$ cat src/hdl/fsk_ctrl_regs.vh
`ifndef FSK_CTRL_REGS_VH
`define FSK_CTRL_REGS_VH

// Register word indices; byte address is index times four
`define REG_DEMOD_CTRL_STATUS 16'hff66
`define REG_DETECT_EDGE_SEL   16'hff67
`define REG_DETECT_IRQ_EN     16'hffea
`define REG_DETECT_IRQ_FLAGS  16'hfffa

// Field positions
`define BIT_DEMOD_ON          3
`define BIT_RING              1
`define BIT_CARRIER           0

// Reset values
`define RST_DEMOD_ON          1'b0
`define RST_EDGE_SEL          2'h0
`define RST_IRQ_MASK          2'h0
`define RST_IRQ_FLAG          2'h0
`define RST_CARRIER           1'b0

// Software oscillator settle time, not enforced by hardware
`define OSC_SETTLE_MS         5

`endif

$ cat src/hdl/fsk_demod_ring_carrier_ctrl.v
// The Wishbone register port was chosen for this implementation.
`timescale 1ns/10ps
`default_nettype none
`include "fsk_ctrl_regs.vh"

// What this block does
// - Demodulator-on bit enables the demodulator; readable; resets to 0.
// - While on, serial-2 receive input comes from the demodulator output.
// - While on, all four port-3 pins are general I/O.
// - When off, port-3 pins follow the serial-2 pin-select setting.
// - Ring-present reads live ring detection; writes ignored.
// - Ring-present resets to 0 in the sync flop, then follows the ring input.
// - Carrier-present reads live carrier status; read-only; 0 after reset.
// - Ring edge-select: 1 falling, 0 rising; read/write; resets 0.
// - Carrier edge-select: 1 falling, 0 rising; read/write; resets 0.
// - Flags set on selected edge even when masked.
// - Interrupt request only when flag and mask are both 1.
// - Flags clear on write of 1, ignore 0, reset to 0.
// - Mask bits read/write, ring bit 1, carrier bit 0, reset 0.
// - Unused register bits read 0 and have no storage.
// - Demodulated stream is received by serial-2 into its data register.
// - Edge condition is status changing away from the edge-select value.
module fsk_demod_ring_carrier_ctrl
(
    input  wire        i_mclk,
    input  wire        i_resetn,
    // Classic Wishbone slave
    input  wire        i_wb_cyc,
    input  wire        i_wb_stb,
    input  wire        i_wb_we,
    input  wire [17:0] i_wb_adr,
    input  wire [3:0]  i_wb_sel,
    input  wire [31:0] i_wb_dat,
    output wire [31:0] o_wb_dat,
    output wire        o_wb_ack,
    // Analog front end
    input  wire        i_ring_detect_input,
    input  wire        i_carrier_detect,
    input  wire        i_demod_data,
    output wire        o_demod_enable,
    // Serial interface 2 and port 3
    input  wire        i_serial2_rx_pin,
    input  wire        i_serial2_pin_select,
    output wire        o_serial2_rx_data,
    output wire        o_port3_serial_mode,
    // Interrupt request to the CPU interrupt controller
    output wire        o_detect_irq
);

    // ========================================
    // Register state
    // ========================================
    reg        demod_on_q;
    reg  [1:0] edge_sel_q;
    reg  [1:0] irq_mask_q;
    reg  [1:0] irq_flag_q;
    reg  [1:0] irq_flag_d;
    reg  [1:0] det_prev_q;
    reg        ack_q;
    reg  [31:0] rdat_q;
    reg  [3:0] rd_nib;

    wire [1:0] det_sync;
    wire [1:0] det_edge;
    wire       req;
    wire       wr;
    wire       lane0;
    wire [15:0] idx;
    wire       hit_ctl;
    wire       hit_edge;
    wire       hit_en;
    wire       hit_flag;

    // ========================================
    // Detector synchronisation and edge detect
    // ========================================
    detect_sync u_sync
    (
        .i_mclk   (i_mclk),
        .i_resetn (i_resetn),
        .i_async  ({i_ring_detect_input, i_carrier_detect}),
        .o_sync   (det_sync)
    );

    always @(posedge i_mclk)
    begin
        if (!i_resetn)
            det_prev_q <= 2'h0;
        else
            det_prev_q <= det_sync;
    end

    // A change away from the compare value fires; rising when 0,
    // falling when 1, so copying status re-arms for the other edge.
    genvar g;
    generate
        for (g = 0; g < 2; g = g + 1)
        begin : g_edge
            assign det_edge[g] = (det_prev_q[g] == edge_sel_q[g]) &&
                                 (det_sync[g] != edge_sel_q[g]);
        end
    endgenerate

    // ========================================
    // Wishbone decode
    // ========================================
    assign req      = i_wb_cyc & i_wb_stb & ~ack_q;
    assign wr       = req & i_wb_we;
    assign lane0    = i_wb_sel[0];
    assign idx      = i_wb_adr[17:2];
    assign hit_ctl  = (idx == `REG_DEMOD_CTRL_STATUS);
    assign hit_edge = (idx == `REG_DETECT_EDGE_SEL);
    assign hit_en   = (idx == `REG_DETECT_IRQ_EN);
    assign hit_flag = (idx == `REG_DETECT_IRQ_FLAGS);

    // ========================================
    // Control registers
    // ========================================
    always @(posedge i_mclk)
    begin
        if (!i_resetn)
        begin
            demod_on_q <= `RST_DEMOD_ON;
            edge_sel_q <= `RST_EDGE_SEL;
            irq_mask_q <= `RST_IRQ_MASK;
        end
        else if (wr && lane0)
        begin
            if (hit_ctl)
                demod_on_q <= i_wb_dat[`BIT_DEMOD_ON];
            if (hit_edge)
                edge_sel_q <= i_wb_dat[1:0];
            if (hit_en)
                irq_mask_q <= i_wb_dat[1:0];
        end
    end

    // Set wins over a clear landing in the same cycle
    always @*
    begin
        irq_flag_d = irq_flag_q;
        if (wr && lane0 && hit_flag)
            irq_flag_d = irq_flag_q & ~i_wb_dat[1:0];
        irq_flag_d = irq_flag_d | det_edge;
    end

    always @(posedge i_mclk)
    begin
        if (!i_resetn)
            irq_flag_q <= `RST_IRQ_FLAG;
        else
            irq_flag_q <= irq_flag_d;
    end

    assign o_detect_irq = |(irq_flag_q & irq_mask_q);

    // ========================================
    // Read path, one wait state free: ack one cycle after request
    // ========================================
    // Status is live from the synchroniser, so both bits track the
    // pins after reset; ring and carrier sync flops reset to 0.
    always @*
    begin
        rd_nib = 4'h0;
        if (hit_ctl)
        begin
            rd_nib[`BIT_DEMOD_ON] = demod_on_q;
            rd_nib[`BIT_RING]     = det_sync[`BIT_RING];
            rd_nib[`BIT_CARRIER]  = det_sync[`BIT_CARRIER];
        end
        else if (hit_edge)
            rd_nib[1:0] = edge_sel_q;
        else if (hit_en)
            rd_nib[1:0] = irq_mask_q;
        else if (hit_flag)
            rd_nib[1:0] = irq_flag_q;
    end

    always @(posedge i_mclk)
    begin
        if (!i_resetn)
        begin
            ack_q  <= 1'b0;
            rdat_q <= 32'h0;
        end
        else
        begin
            ack_q  <= req;
            if (req && !i_wb_we)
                rdat_q <= {28'h0, rd_nib};
        end
    end

    assign o_wb_ack = ack_q;
    assign o_wb_dat = rdat_q;

    // ========================================
    // Routing to serial interface 2 and port 3
    // ========================================
    assign o_demod_enable      = demod_on_q;
    // Demodulator stream feeds serial-2 receiver while on, else the rx pin does
    assign o_serial2_rx_data   = demod_on_q ? i_demod_data
                                            : i_serial2_rx_pin;
    assign o_port3_serial_mode = ~demod_on_q &
                                 i_serial2_pin_select;

endmodule // fsk_demod_ring_carrier_ctrl

`default_nettype wire

$ cat src/hdl/detect_sync.v
`timescale 1ns/10ps
`default_nettype none

// Two-flop synchroniser for the detector levels
module detect_sync
(
    input  wire       i_mclk,
    input  wire       i_resetn,
    input  wire [1:0] i_async,
    output wire [1:0] o_sync
);

    reg [1:0] meta_q;
    reg [1:0] sync_q;

    always @(posedge i_mclk)
    begin
        if (!i_resetn)
        begin
            meta_q <= 2'h0;
            sync_q <= 2'h0;
        end
        else
        begin
            meta_q <= i_async;
            sync_q <= meta_q;
        end
    end

    assign o_sync = sync_q;

endmodule // detect_sync

`default_nettype wire

$ cat config.mk
export PLATFORM = sky130hd
export DESIGN_NAME = fsk_demod_ring_carrier_ctrl
export DESIGN_NICKNAME = d
export VERILOG_FILES = /design/src/hdl/fsk_demod_ring_carrier_ctrl.v /design/src/hdl/detect_sync.v
export VERILOG_INCLUDE_DIRS = /design/src /design/src/hdl
export SDC_FILE = /design/constraint.sdc
export NUM_CORES = 1
export LEC_CHECK = 0
export BUFFER_PORTS_ARGS = -buffer_cell sky130_fd_sc_hd__buf_2
export CAP_MARGIN = 20
export CORE_ASPECT_RATIO = 0.9
export CORE_MARGIN = 2
export CORE_UTILIZATION = 35
export CTS_CLUSTER_SIZE = 12
export DETAILED_ROUTE_END_ITERATION = 8
export PLACE_DENSITY = 0.78
export SYNTH_ARGS = -nofsm -noshare
export SYNTH_HDL_FRONTEND = slang
export SYNTH_SLANG_ARGS = --single-unit
$ cat constraint.sdc
create_clock -name i_mclk -period 3.67 [get_ports i_mclk]
set_input_delay 0.5505 -clock i_mclk [delete_from_list [all_inputs] [get_ports i_mclk]]
set_output_delay 0.5505 -clock i_mclk [all_outputs]
set_load 0.005 [all_outputs]
==> flow_metrics.env, run 1 <==
export IMPL_finalHoldViolCount=0
export IMPL_drt_pre_antenna_iters=3
export IMPL_clk_pin_slew_ps=100
export IMPL_adder_and_majority_cell_fraction_of_the_synthesized_area_pct=0
export IMPL_routedLengthMet1_um=817
export IMPL_seqCellArea_um2=340
export IMPL_clock_sinks=17
export IMPL_placed_cells=192
export IMPL_synth_largest_area_cell="dfxtp_1"
export IMPL_multiInputGateArea_um2=571
export IMPL_grt_start_max_net_pins=19
export IMPL_run_status="finished, final reports clean"
export IMPL_crit_path_max_fanout=5
export IMPL_final_nets=221
export IMPL_postSynthAreaPerCell_um2=8.84
export IMPL_synth_sequential_area_ratio_pct=32.6
export IMPL_synth_ff_type="dfxtp_1"
export IMPL_async_reset_ff_share_pct=0
export IMPL_worstSetupStartpointType="flop"
export IMPL_synthMostInstantiatedCell="buf_4"
export IMPL_instances_no_fill=196
export IMPL_hpwl_after_detailed_placement_um=1500
export IMPL_report_power_total_mw=0.333
export IMPL_timing_max_transition_violations_final=0
export IMPL_initial_antenna_violation_count=0
export IMPL_yosys_warnings=0
export IMPL_drt_total_wl_um=1920
export IMPL_route_top_layer_used="met3"
export IMPL_critical_path_cell_chain="mux2_2 > buf_2"
export IMPL_grt_util_all_layers_pct=11.4
export IMPL_clk_path_buf_depth=2
export IMPL_routed_wl_met2_um=954
export IMPL_post_synth_instance_area_mm2=0.00104
export IMPL_reg_to_reg_slack_setup_ps=2180
export IMPL_yosys_top_cells_area="dfxtp_1 (33%), buf_4 (21%), nand2_1 (6.1%)"
export IMPL_floorplan_io_pins=101
export IMPL_clk_root_buffer_cell="clkbuf_4"
export IMPL_cts_setup_buffers=0
export IMPL_ir_drop_mv=0.230
export IMPL_finalSetupViolations=0
export IMPL_finClkSkew_ps=9.91
export IMPL_power_density_mw_per_mm2=282
export IMPL_layout_min_cycle_time_ps=1720
export IMPL_gpl_final_weighted_congestion=0.780
export IMPL_yosys_register_bits=17
export IMPL_rsz0062_at_grt="false"
export IMPL_drt_iter0_markers=27
export IMPL_largest_family_of_logic_cells_by_synthesized_area="simple AND/OR/NAND/NOR gates"
export IMPL_vias=819
export IMPL_core_area_mm2=0.00279
export IMPL_share_of_the_synthesized_area_in_the_top_cell_type_pct=32.6
export IMPL_ctsHoldBuffers=0
export IMPL_hold_path_class="flop to flop"
export IMPL_routed_wire_length_per_instance_um=9.80
export IMPL_postRouteAntennaNets=0
export IMPL_routed_via_density=4.18
export IMPL_cts_htree_levels=1
export IMPL_tritoncts_clock_tree="done"
export IMPL_cpPeakStageDelay_ps=420
export IMPL_clk_insertion_delay_late_ps=280
export IMPL_buffer_ports_inserted=37
export IMPL_final_min_period_over_clock_period_pct=46.9
export IMPL_muxShareOfSynthArea_pct=8.03
export IMPL_area_growth_synth_to_final_pct=13.4
export IMPL_path_class="flop to primary output"
export IMPL_grt_pass1_vias=773
export IMPL_antenna_cells_inserted=0
export IMPL_synthXorXnorAreaFrac_pct=0
export IMPL_worstPathArrival_ps=1170
export IMPL_synth_simple_gate_area_share_pct=27.2
export IMPL_numCtsBuffers=3
export IMPL_dr_wl_met3_um=149
export IMPL_synth_edf_count=0
export IMPL_number_of_cells_produced_by_synthesis=118
export IMPL_fp_dieW_um=61.6
export IMPL_post_route_drc_count=0
export IMPL_ys_top_cells_by_count="buf_4 (29), dfxtp_1 (17), nand2_1 (17)"
export IMPL_die_h_um=55.8
export IMPL_cp_slowest_cell="dfxtp_1"
export IMPL_endpoint_kind="primary output"
export IMPL_row_cnt=18
export IMPL_layout_drive_gt1_share_pct=30.8
export IMPL_fmax_mhz=581
export IMPL_die_area_mm2=0.00343
export IMPL_floorplan_initialDensity_pct=37.4
export IMPL_power_static_leakage_nw=0.572
export IMPL_global_route_wire_length_before_repair_um=3060
export IMPL_ys_types=29
export IMPL_overflow=0
export IMPL_final_fill_count=304
export IMPL_fin_tns_setup_ps=0
export IMPL_synth_compound_area_share_pct=8.99
export IMPL_post_cts_sizing=0
export IMPL_crit_required_ps=3120
export IMPL_maxCapViolCount=0
cell families (layout without fill, tap and decap cells):
family | count (synthesis) | in the layout
simple gates | 45 | 45
buf+inv | 34 | 44
flops | 17 | 17
compound gates | 13 | 13
mux | 8 | 8
other cells | 1 | 29
final timing paths:
kind | start | to | depth (start not counted)
worst max-delay path | o_demod_enable | o_serial2_rx_data | 2
worst min-delay path | u_sync.meta_q[0] | u_sync.o_sync[0] | 1
worst max register to register | o_wb_ack | edge_sel_q[1] | 4
worst min register to register | u_sync.meta_q[0] | u_sync.o_sync[0] | 1
per-stage QoR:
stage          util (%)  hold slack [ps]  setup WS, ps  instance area (µm²)
6_report           42.4              441          1950                 1180
5_1_grt            42.4              466          1880                 1180
4_1_cts            42.4              448          1920                 1180
3_5_place_dp       41.4              423          1870                 1160
3_3_place_gp       41.4              414          1870                 1160
2_1_floorplan         -              412          2130                 1150
layer usage:
layer	global-route usage, %	up-vias
met3	4.19	0
li1	-	418
met4	0.912	0
met2	20.5	33
met1	13.2	368
met5	0	-
cells in the final DEF, fill, tap and decap left out, types with 3 or more instances in the layout:
cell type and count:
and2_1 6, buf_2 37, clkbuf_4 3, conb_1 29, dfxtp_1 17, inv_1 3
mux2_2 3, mux2i_1 5, nand2_1 17, nand3b_1 4, nor2_1 4, o21a_1 3
sequential cells by signal (all words and copies together), names as in the netlist:
name	cells
u_sync.o_sync	2
irq_mask_q	2
u_sync.meta_q	2
edge_sel_q	2
o_wb_dat	3
o_demod_enable	1
o_wb_ack	1
det_prev_q	2
irq_flag_q	2
layout make-up:
cell class / count / area share (%)
clock buffer: 4 / 2.22
inverter: 3 / 0.951
multi-input combinational: 95 / 48.2
sequential: 17 / 28.8
tap: 40 / 4.23
timing repair buffer: 37 / 15.6
critical path, delay by kind of cell, from the launching register on:
family	cells	cell delay, ps
buffers and inverters	1	120
flip-flops	1	420
multiplexers	1	350
report_power, final:
group / internal, mW / total [mW] / switching (mW)
Combinational: 0.0203 / 0.0459 / 0.0256
Clock: 0.0421 / 0.0963 / 0.0541
Sequential: 0.189 / 0.191 / 0.00255
Total: 0.251 / 0.333 / 0.0823
Power figures use the tool's default switching activity.
==> run 2: changes to the inputs <==
- CORE_UTILIZATION: 35 -> 32
- PLACE_DENSITY: 0.78 -> 0.75
- clock period: 3.67 -> 1.45 ns (I/O delays scaled with it)
==> run 2 against run 1 <==
  * Core utilization decreased by 3.1 points
  * Sequential cell count unchanged
  * Final cell count increased by 2.6%
  * Worst hold slack got worse by 330 ps
  * Die area increased by 8.7%
  * Count of clock-buffer cells in the layout decreased by 1
  * First-iteration DRC count decreased by 41%
  * Global-route usage decreased by 1.8 points
  * Critical path type unchanged
==> flow_metrics.env, run 2 (synthesized netlist as in run 1, its figures left out) <==
export IMPL_run_status="finished, final reports clean"
export IMPL_cts_setup_buffers=0
export IMPL_instances_no_fill=201
export IMPL_hpwl_after_detailed_placement_um=1530
export IMPL_final_common_cell="buf_2"
export IMPL_floorplan_initialDensity_pct=33.8
export IMPL_placed_cells=197
export IMPL_power_static_leakage_nw=0.586
export IMPL_row_cnt=19
export IMPL_core_area_mm2=0.00309
export IMPL_drt_iter0_markers=16
export IMPL_grt_pass1_vias=677
export IMPL_layout_cells_most_common_list="buf_2 (37), conb_1 (29), nand2_1 (17)"
export IMPL_clk_root_buffer_cell="clkbuf_4"
export IMPL_gpl_final_weighted_congestion=0.756
export IMPL_area_growth_synth_to_final_pct=16.3
export IMPL_grt_start_max_net_pins=18
export IMPL_vias=814
export IMPL_endpoint_kind="primary output"
export IMPL_crit_path_max_fanout=5
export IMPL_routed_via_density=4.05
export IMPL_maxCapViolCount=0
export IMPL_layout_min_cycle_time_ps=1340
export IMPL_hold_worst_slack_ps=108
export IMPL_largest_reg_flops=3
export IMPL_ir_drop_mv=0.486
export IMPL_timing_max_transition_violations_final=0
export IMPL_die_h_um=58.2
export IMPL_floorplan_io_pins=101
export IMPL_fmax_mhz=748
export IMPL_initial_antenna_violation_count=0
export IMPL_final_min_period_over_clock_period_pct=92.2
export IMPL_drt_pre_antenna_iters=4
export IMPL_tritoncts_clock_tree="done"
export IMPL_clk_pin_slew_ps=110
export IMPL_routed_wire_length_per_instance_um=9.31
export IMPL_overflow=0
export IMPL_rsz0062_at_grt="false"
export IMPL_layout_drive_gt1_share_pct=33.3
export IMPL_clk_insertion_delay_late_ps=300
export IMPL_final_nets=224
export IMPL_clk_path_buf_depth=2
export IMPL_antenna_cells_inserted=0
export IMPL_global_route_wire_length_before_repair_um=2820
export IMPL_fin_tns_setup_ps=0
export IMPL_finalHoldViolCount=0
export IMPL_cp_slowest_cell="dfxtp_2"
export IMPL_worstPathArrival_ps=1120
export IMPL_fp_dieW_um=64.2
export IMPL_finClkSkew_ps=11.6
export IMPL_die_area_mm2=0.00373
export IMPL_crit_required_ps=1230
export IMPL_finalSetupViolations=0
export IMPL_worstSetupStartpointType="flop"
export IMPL_report_power_total_mw=0.873
export IMPL_clock_sinks=17
export IMPL_pre_cts_ws_ps=97.7
export IMPL_path_class="flop to primary output"
export IMPL_postRouteAntennaNets=0
export IMPL_critical_path_cell_chain="mux2_2 > buf_2"
export IMPL_buffer_ports_inserted=37
export IMPL_numCtsBuffers=3
export IMPL_post_route_drc_count=0
export IMPL_drt_total_wl_um=1870
export IMPL_post_route_worst_setup_slack_ps=113
export IMPL_power_density_mw_per_mm2=719
export IMPL_cpPeakStageDelay_ps=380
export IMPL_cts_htree_levels=1
export IMPL_hold_path_class="input pin to flop"
export IMPL_grt_util_all_layers_pct=9.60
[run 2: cell count changes in the layout (fill, tap and decap cells not counted)]
cell / before / now
dfxtp_1: 17 / 16
clkinvlp_4: 0 / 1
buf_4: 0 / 3
dfxtp_2: 0 / 1
clkbuf_1: 1 / 0
[run 2: final cells by class]
type	instances	area [µm²]
multi-input combinational	95	571
fill	327	1880
clock buffer	3	22.5
tap	42	52.6
inverter	3	11.3
sequential	17	342
clock inverter	1	7.51
timing repair buffer	40	208
[run 2: repair_timing]
item                       in CTS  in global routing
hold buffers                    0                  0
gates resized for setup         0                  1
setup endpoints to repair       0                  2
[run 2: report_power, final]
| group | leakage, nW | switching (mW) | internal, mW |
|---|---|---|---|
| Combinational | 0.433 | 0.0661 | 0.0551 |
| Sequential | 0.139 | 0.00542 | 0.477 |
| Clock | 0.0139 | 0.163 | 0.105 |
| Total | 0.586 | 0.235 | 0.638 |
[run 2: layer usage]
| metal | part of all wire, % | routed length, µm | global-route usage [%] |
|---|---|---|---|
| met5 | 0 | 0 | 0 |
| met2 | 44 | 819 | 15.5 |
| met4 | 0 | 0 | 1.82 |
| met1 | 45 | 841 | 12.0 |
| met3 | 11 | 210 | 4.27 |
[run 2: path summary, 6_finish.rpt]
check                       from           endpoint  slack [ps]  cells after the start
max               o_demod_enable  o_serial2_rx_data         110                      2
min          i_ring_detect_input   u_sync.meta_q[1]         110                      2
max reg2reg             o_wb_ack        o_wb_dat[1]         150                      5
min reg2reg     u_sync.meta_q[1]   u_sync.o_sync[1]         440                      1
[run 2: metrics by stage]
stage          util, %  area, µm²
6_report          39.3       1210
2_1_floorplan        -       1150
3_5_place_dp      38.3       1180
5_1_grt           39.3       1210
4_1_cts           39.2       1210
3_3_place_gp      38.3       1180
[run 2: critical path, delay by kind of cell, from the launching register on]
| kind | cells | cell delay (ps) |
|---|---|---|
| flip-flops | 1 | 380 |
| multiplexers | 1 | 330 |
| buffers and inverters | 1 | 120 |
